--- config.mk ---
export PLATFORM = sky130hd
export DESIGN_NAME = atp_core
export DESIGN_NICKNAME = d
export VERILOG_FILES = /design/src/design/atp_core.v
export VERILOG_INCLUDE_DIRS = /design/src /design/src/design
export SDC_FILE = /design/constraint.sdc
export NUM_CORES = 1
export LEC_CHECK = 0
export ABC_AREA = 1
export BUFFER_PORTS_ARGS = -buffer_cell sky130_fd_sc_hd__buf_2
export CAP_MARGIN = 15
export CORE_UTILIZATION = 60
export CTS_CLUSTER_DIAMETER = 120
export DETAILED_ROUTE_END_ITERATION = 7
export PLACE_DENSITY = 0.8
export SYNTH_ARGS = -nofsm -noshare
export SYNTH_HDL_FRONTEND = slang
export SYNTH_SLANG_ARGS = --single-unit
export TNS_END_PERCENT = 100
--- constraint.sdc ---
create_clock -name clk_sys -period 2.7 [get_ports clk_sys]
set_clock_uncertainty 0.1 [all_clocks]
set_input_delay 0.405 -clock clk_sys [delete_from_list [all_inputs] [get_ports clk_sys]]
set_output_delay 0.405 -clock clk_sys [all_outputs]
set_load 0.1 [all_outputs]
--- src/design/atp_regs.vh ---
/*
 * register offsets, field positions and reset values of the converter
 * test, port input and result register block.
 * assumes byte-wide register port, one byte per offset.
 */
`ifndef ATP_REGS_VH
`define ATP_REGS_VH

// ==========================================================
// offsets
`define ATP_OFS_TEST_HIGH 8'h68
`define ATP_OFS_TEST_LOW 8'h69
`define ATP_OFS_PIN_INPUT 8'h6F
`define ATP_OFS_CTL_TWO 8'h62
`define ATP_OFS_CTL_THREE 8'h63
`define ATP_OFS_CTL_FIVE 8'h65
`define ATP_OFS_STATUS_HIGH 8'h66
`define ATP_OFS_STATUS_LOW 8'h67
`define ATP_OFS_RESULT_BASE 8'h70
`define ATP_OFS_RESULT_MASK 8'hF0

// ==========================================================
// field positions
`define ATP_BIT_RST 5
`define ATP_BIT_TEST_MUX_OUTPUT 4
`define ATP_BIT_PWR_UP 7
`define ATP_BIT_HALT_WAIT 6
`define ATP_BIT_FREEZE 0
`define ATP_BIT_SCAN 5
`define ATP_BIT_MULT 4
`define ATP_BIT_S8CM 6

// ==========================================================
// reset values
`define ATP_RST_BYTE 8'h00
`define ATP_RST_SAR 10'h000

// ==========================================================
// timing
`define ATP_CONV_CYCLES 5'h13

`endif

--- src/design/atp_core.v ---
/*
 * converter test register, port input view, result registers and mode
 * handling for an on-chip successive-approximation converter.
 * assumes a byte register port with read data one cycle after the strobe,
 * pins already synchronous to clk_sys, and a comparator answer from the
 * analog side on cmp_hi.
 */
// Design decision made here: the strobed register port.
// Notes on behaviour
// - normal mode: test bytes read zero, ignore writes
// - special mode: test bytes read live approximation
// - special mode: test write loads approximation bits, except in stop mode
// - soft reset restores power-on state, sets power-up
// - four select bits, one output route bit
// - pin input register shows eight pin levels
// - pin view follows pins, writes ignored
// - results left-justified in sixteen bits
// - results read-only in normal mode
// - results need no reset value
// - stop mode aborts running sequence
// - wait mode halts only with halt-in-wait
// - power-up clear stops converter, registers usable
// - debug mode follows control three options
// - control five write restarts, clears flags
`timescale 1ns/100ps
`include "atp_regs.vh"

module atp_core #(
    parameter RES_BITS = 10,
    parameter NUM_RES = 8
) (
    // clock and reset
    input wire clk_sys,
    input wire reset_n,
    // register port
    input wire [7:0] reg_addr,
    input wire [7:0] reg_wdata,
    input wire reg_wr,
    input wire reg_rd,
    output reg [7:0] reg_rdata,
    // chip modes
    input wire special_mode,
    input wire stop_mode,
    input wire wait_mode,
    input wire debug_mode,
    // analog side
    input wire [7:0] analog_pin_digital_in,
    input wire cmp_hi,
    output reg [2:0] sample_chan,
    output reg [RES_BITS-1:0] dac_code,
    output reg [3:0] factory_test_select,
    output reg test_mux_output
);

// ==========================================================
// registers
reg [7:0] ctl_two_r;
reg [7:0] ctl_three_r;
reg [7:0] ctl_five_r;
reg [RES_BITS-1:0] sar_r;
reg [3:0] tst_sel_r;
reg tst_out_r;
reg [7:0] pin_r;
reg [15:0] result_mem [0:NUM_RES-1];
reg seq_done_r;
reg [7:0] chan_flags_r;
reg [2:0] conv_idx_r;
reg [3:0] bit_idx_r;
reg [4:0] tick_r;
reg busy_r;
reg soft_rst_r;

wire wr_test_ok;
wire rst_any;
wire halt_now;
wire [2:0] seq_len_m1;
wire [2:0] res_slot;
wire [2:0] cur_chan;
wire [15:0] res_word;

// top bit index of the approximation, sized for the bit counter
localparam [3:0] TOP_BIT = RES_BITS - 1;

// result slot addressed by a byte offset
function [2:0] res_index;
    input [7:0] a;
    begin
        res_index = a[3:1];
    end
endfunction

// soft reset acts one cycle after the bit is written
assign rst_any = !reset_n || soft_rst_r;
// test byte writes only count in special mode
assign wr_test_ok = reg_wr && special_mode;
assign halt_now = stop_mode || !ctl_two_r[`ATP_BIT_PWR_UP]
    || (wait_mode && ctl_two_r[`ATP_BIT_HALT_WAIT])
    || (debug_mode && ctl_three_r[`ATP_BIT_FREEZE]);
assign seq_len_m1 = ctl_five_r[`ATP_BIT_S8CM] ? 3'h7 : 3'h3;
assign res_slot = res_index(reg_addr);
assign cur_chan = ctl_five_r[`ATP_BIT_MULT]
    ? ((ctl_five_r[`ATP_BIT_S8CM] ? 3'h0 : {ctl_five_r[2], 2'h0}) + conv_idx_r)
    : ctl_five_r[2:0];
assign res_word = {sar_r, {(16-RES_BITS){1'b0}}};

// ==========================================================
// pin view, never reset, no write path
// follow pins
always @(posedge clk_sys) begin
    pin_r <= analog_pin_digital_in;
end

// ==========================================================
// control and test registers
always @(posedge clk_sys) begin
    if (rst_any) begin
        ctl_two_r <= (reset_n && soft_rst_r)
            ? (`ATP_RST_BYTE | 8'h80) : `ATP_RST_BYTE;
        ctl_three_r <= `ATP_RST_BYTE;
        ctl_five_r <= `ATP_RST_BYTE;
        tst_sel_r <= 4'h0;
        tst_out_r <= 1'b0;
        soft_rst_r <= 1'b0;
    end else begin
        if (reg_wr && reg_addr == `ATP_OFS_CTL_TWO) begin
            ctl_two_r <= reg_wdata;
        end
        if (reg_wr && reg_addr == `ATP_OFS_CTL_THREE) begin
            ctl_three_r <= reg_wdata;
        end
        if (reg_wr && reg_addr == `ATP_OFS_CTL_FIVE) begin
            ctl_five_r <= reg_wdata;
        end
        // select and route bits
        // a soft reset write leaves the select bits alone, so no
        // short-lived test route shows before the reset lands
        if (wr_test_ok && reg_addr == `ATP_OFS_TEST_LOW) begin
            if (reg_wdata[`ATP_BIT_RST]) begin
                soft_rst_r <= 1'b1;
            end else begin
                tst_sel_r <= reg_wdata[3:0];
                tst_out_r <= reg_wdata[`ATP_BIT_TEST_MUX_OUTPUT];
            end
        end
    end
end

// ==========================================================
// sequencer: one approximation step per tick window
always @(posedge clk_sys) begin
    if (rst_any) begin
        sar_r <= `ATP_RST_SAR;
        busy_r <= 1'b0;
        conv_idx_r <= 3'h0;
        bit_idx_r <= 4'h0;
        tick_r <= 5'h00;
        seq_done_r <= 1'b0;
        chan_flags_r <= 8'h00;
    end else if (reg_wr && reg_addr == `ATP_OFS_CTL_FIVE) begin
        busy_r <= 1'b1;
        conv_idx_r <= 3'h0;
        bit_idx_r <= TOP_BIT;
        tick_r <= 5'h00;
        sar_r <= {1'b1, {(RES_BITS-1){1'b0}}};
        seq_done_r <= 1'b0;
        chan_flags_r <= 8'h00;
    end else if (stop_mode) begin
        busy_r <= 1'b0;
    end else begin
        if (wr_test_ok && reg_addr == `ATP_OFS_TEST_HIGH) begin
            sar_r[RES_BITS-1:2] <= reg_wdata;
        end else if (wr_test_ok && reg_addr == `ATP_OFS_TEST_LOW) begin
            sar_r[1:0] <= reg_wdata[7:6];
        end else if (busy_r && !halt_now) begin
            if (tick_r != `ATP_CONV_CYCLES) begin
                tick_r <= tick_r + 5'h01;
            end else begin
                tick_r <= 5'h00;
                if (!cmp_hi) begin
                    sar_r[bit_idx_r] <= 1'b0;
                end
                if (bit_idx_r != 4'h0) begin
                    bit_idx_r <= bit_idx_r - 4'h1;
                    sar_r[bit_idx_r - 4'h1] <= 1'b1;
                end else begin
                    // one conversion done, flag its slot
                    chan_flags_r[conv_idx_r] <= 1'b1;
                    bit_idx_r <= TOP_BIT;
                    sar_r <= {1'b1, {(RES_BITS-1){1'b0}}};
                    if (conv_idx_r == seq_len_m1) begin
                        seq_done_r <= 1'b1;
                        conv_idx_r <= 3'h0;
                        busy_r <= ctl_five_r[`ATP_BIT_SCAN];
                    end else begin
                        conv_idx_r <= conv_idx_r + 3'h1;
                    end
                end
            end
        end
    end
end

// ==========================================================
// result store; no reset, no bus write path
always @(posedge clk_sys) begin
    if (busy_r && !halt_now && !stop_mode && tick_r == `ATP_CONV_CYCLES
        && bit_idx_r == 4'h0) begin
        result_mem[conv_idx_r] <= {res_word[15:7], cmp_hi, res_word[5:0]};
    end
end

// ==========================================================
// read path and analog outputs
always @(posedge clk_sys) begin
    if (!reset_n) begin
        reg_rdata <= 8'h00;
        sample_chan <= 3'h0;
        dac_code <= {RES_BITS{1'b0}};
        factory_test_select <= 4'h0;
        test_mux_output <= 1'b0;
    end else begin
        sample_chan <= cur_chan;
        dac_code <= sar_r;
        factory_test_select <= tst_sel_r;
        test_mux_output <= tst_out_r;
        reg_rdata <= 8'h00;
        if (reg_rd) begin
            if (reg_addr == `ATP_OFS_TEST_HIGH) begin
                reg_rdata <= special_mode ? sar_r[RES_BITS-1:2] : 8'h00;
            end else if (reg_addr == `ATP_OFS_TEST_LOW) begin
                reg_rdata <= special_mode
                    ? {sar_r[1:0], 1'b0, tst_out_r, tst_sel_r} : 8'h00;
            end else if (reg_addr == `ATP_OFS_PIN_INPUT) begin
                reg_rdata <= pin_r;
            end else if (reg_addr == `ATP_OFS_CTL_TWO) begin
                reg_rdata <= ctl_two_r;
            end else if (reg_addr == `ATP_OFS_CTL_THREE) begin
                reg_rdata <= ctl_three_r;
            end else if (reg_addr == `ATP_OFS_CTL_FIVE) begin
                reg_rdata <= ctl_five_r;
            end else if (reg_addr == `ATP_OFS_STATUS_HIGH) begin
                reg_rdata <= {seq_done_r, 4'h0, conv_idx_r};
            end else if (reg_addr == `ATP_OFS_STATUS_LOW) begin
                reg_rdata <= chan_flags_r;
            end else if ((reg_addr & `ATP_OFS_RESULT_MASK) == `ATP_OFS_RESULT_BASE) begin
                reg_rdata <= reg_addr[0] ? result_mem[res_slot][7:0]
                    : result_mem[res_slot][15:8];
            end
        end
    end
end

endmodule // atp_core

==> impl_metrics.json, run 1 <==
{
  "viasPerCell": 5.649,
  "vias": 6429,
  "synthCells": 870,
  "yosysTopAreaCell": "edfxtp_1",
  "synthArstFlopShare_pct": 0,
  "syn_area_per_cell_um2": 8.699,
  "hold_path_end": "reg_rdata[5]",
  "dp_hpwl_um": 13980,
  "ys_seq_elements": 176,
  "hold_path.startpoint": "reg_rd",
  "ios": 59,
  "synthesis.area_um2": 7569,
  "hold_path_class": "input pin to flip-flop",
  "area_growth_pct": 16.28,
  "die_h_um": 114.3,
  "seq_area_frac_synth_pct": 58.19,
  "setup_ws_ns": 0.3578,
  "wl_um": 20280,
  "dieArea_um2": 13070,
  "reg2reg_slack_ns": 0.36,
  "cts.path.max_buffers": 2,
  "finalCriticalPeriod_ns": 2.342,
  "dp_worst_setup_slack_ns": 0.3475,
  "cp_top_family": "simple AND/OR/NAND/NOR gates",
  "dr.first_iter.drc_count": 759,
  "diodes": 0,
  "crit-reg2reg-launch": "bit_idx_r[0]",
  "groute.usage.overall_pct": 32.75,
  "die_x_um": 114.3,
  "cts_buffers": 17,
  "grt_pass1_vias": 5868,
  "yosysMostFrequentCell": "nand2_1",
  "slowest_stage": "nor2_2",
  "synth_common_cells": "nand2_1 (173), nor2_1 (120), inv_1 (117), dfxtp_1 (88), edfxtp_1 (88)",
  "num_rows": 40,
  "start_kind": "flip-flop",
  "place_area_um2": 8127,
  "reg2reg_to": "result_mem[1][5]",
  "vdd_drop_max_mv": 0.4458,
  "yosysWarnings": 0,
  "gp_congestion": 0.9742,
  "yosysTopAreaCellShare_pct": 34.91,
  "drive_gt1_share_pct": 15.88,
  "finalCritPeriodShare_pct": 86.75,
  "crit_top_cell": "nor2_2",
  "clock_sinks": 176,
  "leakage_uw": 0.003788,
  "rsz0062_at_grt": "false",
  "yosysUniqueCellTypes": 39,
  "synth_edf_count": 88,
  "critPathKind": "flip-flop to flip-flop",
  "drv_cap": 0,
  "power_density_nw_per_um2": 627.2,
  "outcome": "finished clean",
  "crit_arrival_ns": 2.32,
  "hold_violations": 0,
  "critPathRequiredTime_ns": 2.67,
  "end_kind": "flip-flop",
  "port_buffers": 58,
  "dr.pass1.iters": 6,
  "clock.fmax_mhz": 426.9,
  "cts-root-buf": "clkbuf_16",
  "whs_path_depth": 3,
  "synth.area.top_cells": "edfxtp_1 (35%), dfxtp_1 (23%), nand2_1 (8.6%), nor2_1 (6.0%), inv_1 (5.8%)",
  "cts_tree": "yes",
  "design_area_um2": 8801,
  "ant_nets": 0,
  "clk_latency_ns": 0.44,
  "synth_ff_type": "edfxtp_1",
  "routedWlPerCell_um": 17.82,
  "cp_num_buf_inv": 2,
  "final_cells": 1138,
  "h-tree-depth": 4,
  "layout.nets": 992,
  "drv_slew": 0,
  "r2r_cells": 9,
  "grt_pass1_wl_um": 31210,
  "worstMarginPinSlew_ns": 0.6844,
  "place_inst": 1098,
  "clkSlewWorstSetupHoldPaths_ns": 0.07,
  "fin_hold_ws_ns": 0.1207,
  "remaining_drc_errors": 0,
  "slowest_delay_ns": 0.52,
  "design.core.area_um2": 12160,
  "antenna_found_initial": 0,
  "grt_max_degree": 39,
  "start_util_pct": 62.23,
  "tns_ns": 0,
  "slew-limit-headroom_pct": 54.31,
  "crit_chain": "nor2_2, inv_2, nor2_2, inv_2, nor2_4, nand2_2, nor2_2, nand2_1, nor2_2",
  "grt_overflow_total": 0,
  "setup_viol": 0,
  "synth_nets": 905,
  "fillers": 898,
  "crit_fanout": 11
}
[area by class of cell]
class	instances	area, µm²	share of cell area, %
Clock buffer	19	475.5	5.402
Clock inverter	13	118.9	1.351
Inverter	130	490.5	5.573
Multi-Input combinational cell	544	2554	29.02
Sequential cell	176	4404	50.04
Tap cell	168	210.2	2.388
Timing Repair Buffer	88	548.0	6.227
[worst reg2reg max path, delay by kind of cell, from the launching register on]
family | cells | cell delay (ns)
and+or+nand+nor | 7 | 1.39
buffers and inverters | 2 | 0.14
DFF | 1 | 0.35
[metrics by stage]
| stage | total power (µW) | util [%] |
|---|---|---|
| global route | 5644 | 72.37 |
| global placement | 3084 | 66.82 |
| floorplan | 2998 | - |
| CTS | 5510 | 72.37 |
| detailed placement | 3087 | 66.82 |
| finish | 5520 | 72.37 |
[kinds of logic after synthesis]
family,count (synthesis),share of synthesized area [%]
and+or+nand+nor,386,22.28
DFF,176,58.19
AOI/OAI and AO/OA,156,11.13
buffers and inverters,150,8.067
adders and majority gates,2,0.3306
[report_power, final]
group / internal (µW) / switching [µW] / total, µW
Sequential: 2800 / 8.75 / 2810
Clock: 1390 / 1080 / 2470
Combinational: 73.7 / 163 / 237
[what timing repair did]
item	4_1_cts	5_1_grt
hold endpoints to repair	8	0
hold buffers	8	0
buffers inserted	0	0
resized for setup	0	0
[layout by cell type, fill, tap and decap left out, drive strengths merged, types with 2 or more instances in the layout]
cell | Yosys | final
nand2 | 179 | 179
inv | 129 | 135
nor2 | 134 | 134
dfxtp | 88 | 88
edfxtp | 88 | 88
o21ai | 84 | 84
buf | 15 | 80
a21oi | 47 | 47
nand3 | 38 | 38
clkbuf | 5 | 19
nand4 | 12 | 12
nor3 | 12 | 12
o22ai | 9 | 9
o211ai | 8 | 8
dlygate4sd3 | 0 | 8
or2 | 8 | 8
clkinv | 1 | 5
a211oi | 3 | 3
a31oi | 2 | 2
ha | 2 | 2
clkinvlp | 0 | 2
[per-layer routing]
metal / vias up / global-route usage, % / routed length (µm)
met5: - / 0 / 0
met4: 0 / 15.24 / 753
met3: 66 / 7.200 / 1896
met2: 369 / 52.73 / 9493
met1: 2976 / 42.43 / 8133
li1: 3018 / - / -
[worst max path at each step]
| stage | depth (start not counted) | to | startpoint |
|---|---|---|---|
| 2_1_floorplan | 9 | result_mem[2][0] | bit_idx_r[0] |
| 3_3_place_gp | 9 | tick_r[4] | reg_addr[1] |
| 3_5_place_dp | 7 | ctl_three_r[3] | reg_addr[2] |
| 4_1_cts | 9 | result_mem[1][7] | bit_idx_r[0] |
| 5_1_grt | 9 | chan_flags_r[1] | tick_r[0] |
| 6_report | 9 | result_mem[1][5] | bit_idx_r[0] |
[sequential cells by signal, summed over array words and instances (netlist names), 5 cells and up]
name / cells
sar_r: 10
ctl_three_r: 8
chan_flags_r: 8
result_mem: 80
dac_code: 10
pin_r: 8
reg_rdata: 8
ctl_five_r: 8
tick_r: 5
ctl_two_r: 8
(Power assumes the default switching activity.)
==> run 2: changes to the inputs <==
- ABC_AREA: 1 -> unset
==> run 2 against run 1 <==
  * Clock power about the same
  * Worst setup slack better by 0.0081 ns
  * Non-clock buffer count rose by 9
  * Register-to-register slack about the same
  * Combinational power grew 4%
  * Synthesized area increased by 0.84%
  * Sequential cell count did not move
  * Fmax is 0.35% higher
  * Synthesized cell count shrank 24%
  * Sequential power about the same
  * Sequential share of layout area is 0.42 points lower
==> impl_metrics.json, run 2 <==
{
  "outcome": "finished clean",
  "critPathRequiredTime_ns": 2.73,
  "grt_pass1_vias": 5616,
  "tns_ns": 0,
  "synthCells": 661,
  "grt_pass1_wl_um": 31240,
  "diodes": 0,
  "dp_hpwl_um": 14400,
  "reg2reg_to": "result_mem[0][6]",
  "finalCriticalPeriod_ns": 2.334,
  "ys_seq_elements": 176,
  "synth.area.top_cells": "edfxtp_1 (35%), dfxtp_1 (23%), mux2i_1 (5.4%), mux4_2 (3.8%), nor2_1 (3.1%)",
  "crit_arrival_ns": 2.36,
  "hold_path_end": "tst_sel_r[2]",
  "drv_slew": 0,
  "die_h_um": 114.8,
  "num_rows": 40,
  "critPathKind": "flip-flop to flip-flop",
  "post_cts_buffers": 0,
  "gp_congestion": 0.9620,
  "reg2reg_slack_ns": 0.37,
  "drive_gt1_share_pct": 20.40,
  "power_density_nw_per_um2": 625.7,
  "ios": 59,
  "largest_reg_flops": 80,
  "clk_latency_ns": 0.43,
  "hold_path_class": "input pin to flip-flop",
  "cts_resized": 0,
  "synthesis.area_um2": 7632,
  "synth_edf_count": 88,
  "power.total_uw": 5554,
  "ant_nets": 0,
  "yosysWarnings": 0,
  "h-tree-depth": 4,
  "hold_path.startpoint": "reg_wdata[2]",
  "largest_register": "result_mem",
  "worstMarginPinSlew_ns": 0.6899,
  "setup_viol": 0,
  "cts.path.max_buffers": 2,
  "top_regs": "result_mem: 80 flops, dac_code: 10 flops, sar_r: 10 flops",
  "clock.fmax_mhz": 428.4,
  "final_cell_mix": "dfxtp_1 (88), edfxtp_1 (88), nor2_1 (63)",
  "dr.pass1.iters": 5,
  "synth_nets": 696,
  "wl_um": 20800,
  "rsz0062_at_grt": "false",
  "yosysUniqueCellTypes": 67,
  "yosysTopAreaCell": "edfxtp_1",
  "area_growth_pct": 16.30,
  "layout.nets": 772,
  "cts_tree": "yes",
  "vdd_drop_max_mv": 0.4732,
  "start_kind": "flip-flop",
  "cts_hold_buf": 8,
  "end_kind": "flip-flop",
  "leakage_uw": 0.003424,
  "start_util_pct": 62.50,
  "syn_area_per_cell_um2": 11.55,
  "yosysTopAreaCellShare_pct": 34.62,
  "routedWlPerCell_um": 22.66,
  "die_x_um": 114.8,
  "antenna_found_initial": 0,
  "dr.first_iter.drc_count": 624,
  "synthArstFlopShare_pct": 0,
  "crit_fanout": 10,
  "cts_buffers": 17,
  "crit-reg2reg-launch": "tick_r[0]",
  "remaining_drc_errors": 0,
  "clock_sinks": 176,
  "grt_overflow_total": 0,
  "finalCritPeriodShare_pct": 86.45,
  "synth_ff_type": "edfxtp_1",
  "hold_violations": 0,
  "whs_path_depth": 3,
  "dieArea_um2": 13180,
  "seq_area_frac_synth_pct": 57.70,
  "viasPerCell": 6.269,
  "clkSlewWorstSetupHoldPaths_ns": 0.07,
  "port_buffers": 58,
  "slew-limit-headroom_pct": 53.95,
  "r2r_cells": 6,
  "design.core.area_um2": 12210,
  "groute.usage.overall_pct": 33.04,
  "synth_common_cells": "dfxtp_1 (88), edfxtp_1 (88), nor2_1 (63), a21oi_1 (45), mux2i_1 (41)",
  "vias": 5755,
  "fillers": 892,
  "grt_max_degree": 23,
  "drv_cap": 0,
  "cts-root-buf": "clkbuf_16"
}
[run 2: cell count changes in the layout (fill, tap and decap cells not counted), moves of 15 or more]
cell / previous run / this run
nand3_1: 38 / 11
o21ai_0: 77 / 25
inv_1: 117 / 10
nand2_1: 173 / 40
nor2b_1: 0 / 15
nor2_1: 120 / 63
mux2i_1: 0 / 41
and2_1: 0 / 23
[run 2: cell type report]
| class | count | area [µm²] | area share (%) |
|---|---|---|---|
| clock buffers | 20 | 457.9 | 5.159 |
| clock inverters | 12 | 145.1 | 1.635 |
| inverters | 10 | 37.54 | 0.4229 |
| multi-input cells | 435 | 2993 | 33.72 |
| flip-flops and latches | 176 | 4404 | 49.62 |
| well taps | 168 | 210.2 | 2.368 |
| repair buffers | 97 | 628.1 | 7.076 |
[run 2: cell families (layout without fill, tap and decap cells)]
kind of cell	count (synthesis)	after routing	share of synthesized area, %
AOI/OAI and AO/OA	146	146	12.87
xor gates and xnor gates	3	3	0.3443
adders and majority gates	2	2	0.3278
buffers and inverters	50	139	3.082
DFF	176	176	57.70
muxes	60	60	10.10
and+or+nand+nor	224	224	15.57
[run 2: power breakdown]
group / switching [µW] / internal, µW / leakage, µW
sequential: 9.15 / 2800 / 0.00162
clock: 1060 / 1440 / 0.000293
combinational: 158 / 89.1 / 0.00151
total: 1220 / 4330 / 0.00342
[run 2: worst max path at each step]
stage	startpoint	endpoint	slack, ns	cells past startpoint
CTS	tick_r[0]	result_mem[0][6]	0.37	6
finish	tick_r[0]	result_mem[0][6]	0.37	6
global placement	reg_addr[1]	reg_rdata[4]	0.26	6
detailed placement	reg_addr[1]	reg_rdata[3]	0.20	6
floorplan	wait_mode	result_mem[1][0]	0.11	5
global route	tick_r[0]	result_mem[0][6]	0.21	6
[run 2: metrics by stage]
stage | instances | worst slack, ns | hold WS, ns | util, % | cell area, µm²
floorplan | 661 | 0.1097 | 0.3280 | - | 7632
global placement | 878 | 0.2586 | 0.3401 | 67.09 | 8193
detailed placement | 878 | 0.2034 | 0.3538 | 67.09 | 8193
CTS | 918 | 0.3722 | 0.1669 | 72.68 | 8876
global route | 918 | 0.2101 | 0.1846 | 72.68 | 8876
finish | 918 | 0.3659 | 0.1783 | 72.68 | 8876
[run 2: layer usage]
layer,GRT usage [%],wire [µm],up-vias
li1,-,-,2628
met1,44.62,8327,2760
met2,52.28,9733,331
met3,8.751,2339,36
met4,11.08,402,0
met5,0,0,-
[run 2: critical path, cell delays in order (launching register included)]
cell and delay, ns:
dfxtp_1 0.37, ha_1 0.20, and4bb_2 0.31, nand2_1 0.15, or3_1 0.44, nor3_1 0.22
buf_4 0.24
==> run 3: changes to the inputs <==
- PLACE_DENSITY: 0.8 -> 0.83
==> run 3 against run 2 <==
  * Register-to-register slack lost 0.08 ns
  * Wire length grew 2.1%
  * Non-clock buffer count grew 1
==> impl_metrics.json, run 3 (synthesis results as in run 2) <==
{
  "wl_um": 21250,
  "dr.pass1.iters": 5,
  "power_density_nw_per_um2": 614.9,
  "rsz0062_at_grt": "false",
  "grt_pass1_vias": 5745,
  "leakage_uw": 0.003401,
  "use_met2_pct": 54.06,
  "top_regs": "result_mem: 80 flops, dac_code: 10 flops, sar_r: 10 flops",
  "die_h_um": 114.8,
  "vias": 5911,
  "critPathKind": "flip-flop to flip-flop",
  "dp_hpwl_um": 14860,
  "end_kind": "flip-flop",
  "design.core.area_um2": 12210,
  "drv_slew": 0,
  "diodes": 0,
  "antenna_found_initial": 0,
  "cts.path.max_buffers": 2,
  "num_rows": 40,
  "reg2reg_to": "result_mem[0][6]",
  "grt_max_degree": 23,
  "clkSlewWorstSetupHoldPaths_ns": 0.06,
  "final_cell_mix": "dfxtp_1 (88), edfxtp_1 (88), nor2_1 (63)",
  "reg2reg_slack_ns": 0.28,
  "crit-reg2reg-launch": "ctl_two_r[6]",
  "start_kind": "flip-flop",
  "remaining_drc_errors": 0,
  "largest_reg_flops": 80,
  "hold_path_class": "input pin to flip-flop",
  "cts_buffers": 17,
  "die_x_um": 114.8,
  "hold_violations": 0,
  "cts_tree": "yes",
  "groute.usage.overall_pct": 34.22,
  "clock.fmax_mhz": 414.0,
  "worstMarginPinSlew_ns": 0.7650,
  "cts-root-buf": "clkbuf_16",
  "h-tree-depth": 4,
  "hold_path_end": "tst_sel_r[2]",
  "grt_pass1_wl_um": 32220,
  "crit_fanout": 10,
  "dr.first_iter.drc_count": 805,
  "tns_ns": 0,
  "port_buffers": 58,
  "clk_latency_ns": 0.44,
  "grt_overflow_total": 0,
  "finalCriticalPeriod_ns": 2.416,
  "largest_register": "result_mem",
  "place_area_um2": 8175,
  "gp_congestion": 0.9488,
  "drive_gt1_share_pct": 20.64,
  "vdd_drop_max_mv": 0.4625,
  "setup_viol": 0,
  "layout.nets": 773,
  "grt_use_met3_pct": 8.909,
  "top_usage_layer": "met2",
  "start_util_pct": 62.50,
  "hold_path.startpoint": "reg_wdata[2]",
  "clock_sinks": 176,
  "area_growth_pct": 15.61,
  "ios": 59,
  "r2r_cells": 5,
  "slew-limit-headroom_pct": 48.53,
  "grtUsageMet1_pct": 44.87,
  "fillers": 854,
  "critPathRequiredTime_ns": 2.73,
  "outcome": "finished clean",
  "ant_nets": 0,
  "drv_cap": 0,
  "viasPerCell": 6.432,
  "dieArea_um2": 13180,
  "crit_arrival_ns": 2.45,
  "routedWlPerCell_um": 23.12,
  "post_cts_buffers": 0,
  "whs_path_depth": 3,
  "finalCritPeriodShare_pct": 89.47,
  "design_area_um2": 8823
}
==> run 3: cell count changes in the layout (fill, tap and decap cells not counted), sizes merged <==
cell,previous run,this run
inv,16,17
bufinv,2,1
clkbuf,20,18
buf,89,90
clkinvlp,1,3
==> run 3: area by class of cell <==
type | count | area (µm²) | share of cell area (%)
Clock buffer | 18 | 439.2 | 4.977
Clock inverter | 14 | 128.9 | 1.461
Inverter | 10 | 37.54 | 0.4254
Multi-Input combinational cell | 435 | 2993 | 33.92
Sequential cell | 176 | 4404 | 49.91
Tap cell | 168 | 210.2 | 2.382
Timing Repair Buffer | 98 | 610.6 | 6.920
==> run 3: worst max-delay path, stage by stage, from the launching register on <==
cell,delay (ns)
edfxtp_1,0.44
a21boi_0,0.37
nand3_1,0.26
or3_1,0.51
nor3_1,0.18
buf_4,0.25
==> run 3: routing by layer <==
metal,vias to the layer above,share of wire [%]
li1,2628,-
met1,2850,39
met5,-,0
met2,369,47
met3,64,11
met4,0,3.0
==> run 3: stage by stage <==
stage          power, µW  std cells  utilization [%]  setup slack [ns]  hold WS, ns
3_3_place_gp        3091        879            66.95            0.2859       0.3420
2_1_floorplan       2999        661                -            0.1097       0.3280
3_5_place_dp        3095        879            66.95            0.1548       0.3609
4_1_cts             5426        919            72.25            0.3890       0.1617
6_report            5426        919            72.25            0.2843       0.1734
5_1_grt             5559        919            72.25            0.2163       0.1703
==> run 3: what timing repair did <==
item | 4_1_cts | 5_1_grt
hold buffers | 8 | 0
endpoints found under the hold margin | 8 | 0
setup endpoints to repair | 0 | 0
resized for setup | 0 | 0
==> run 3: how the worst max path moves through the flow <==
stage            startpoint               end  slack (ns)  depth (start not counted)
2_1_floorplan     wait_mode  result_mem[1][0]        0.11                          5
3_3_place_gp    reg_addr[1]      reg_rdata[3]        0.29                          6
3_5_place_dp    reg_addr[1]      reg_rdata[4]        0.15                          6
4_1_cts           tick_r[0]  result_mem[0][6]        0.39                          6
5_1_grt           tick_r[0]          sar_r[9]        0.22                          6
6_report       ctl_two_r[6]  result_mem[0][6]        0.28                          5
==> run 3: report_power, final <==
| part | switching, µW | total [µW] | internal (µW) |
|---|---|---|---|
| clock network | 1060 | 2370 | 1310 |
| registers | 7.69 | 2810 | 2800 |
| logic | 158 | 245 | 87.0 |
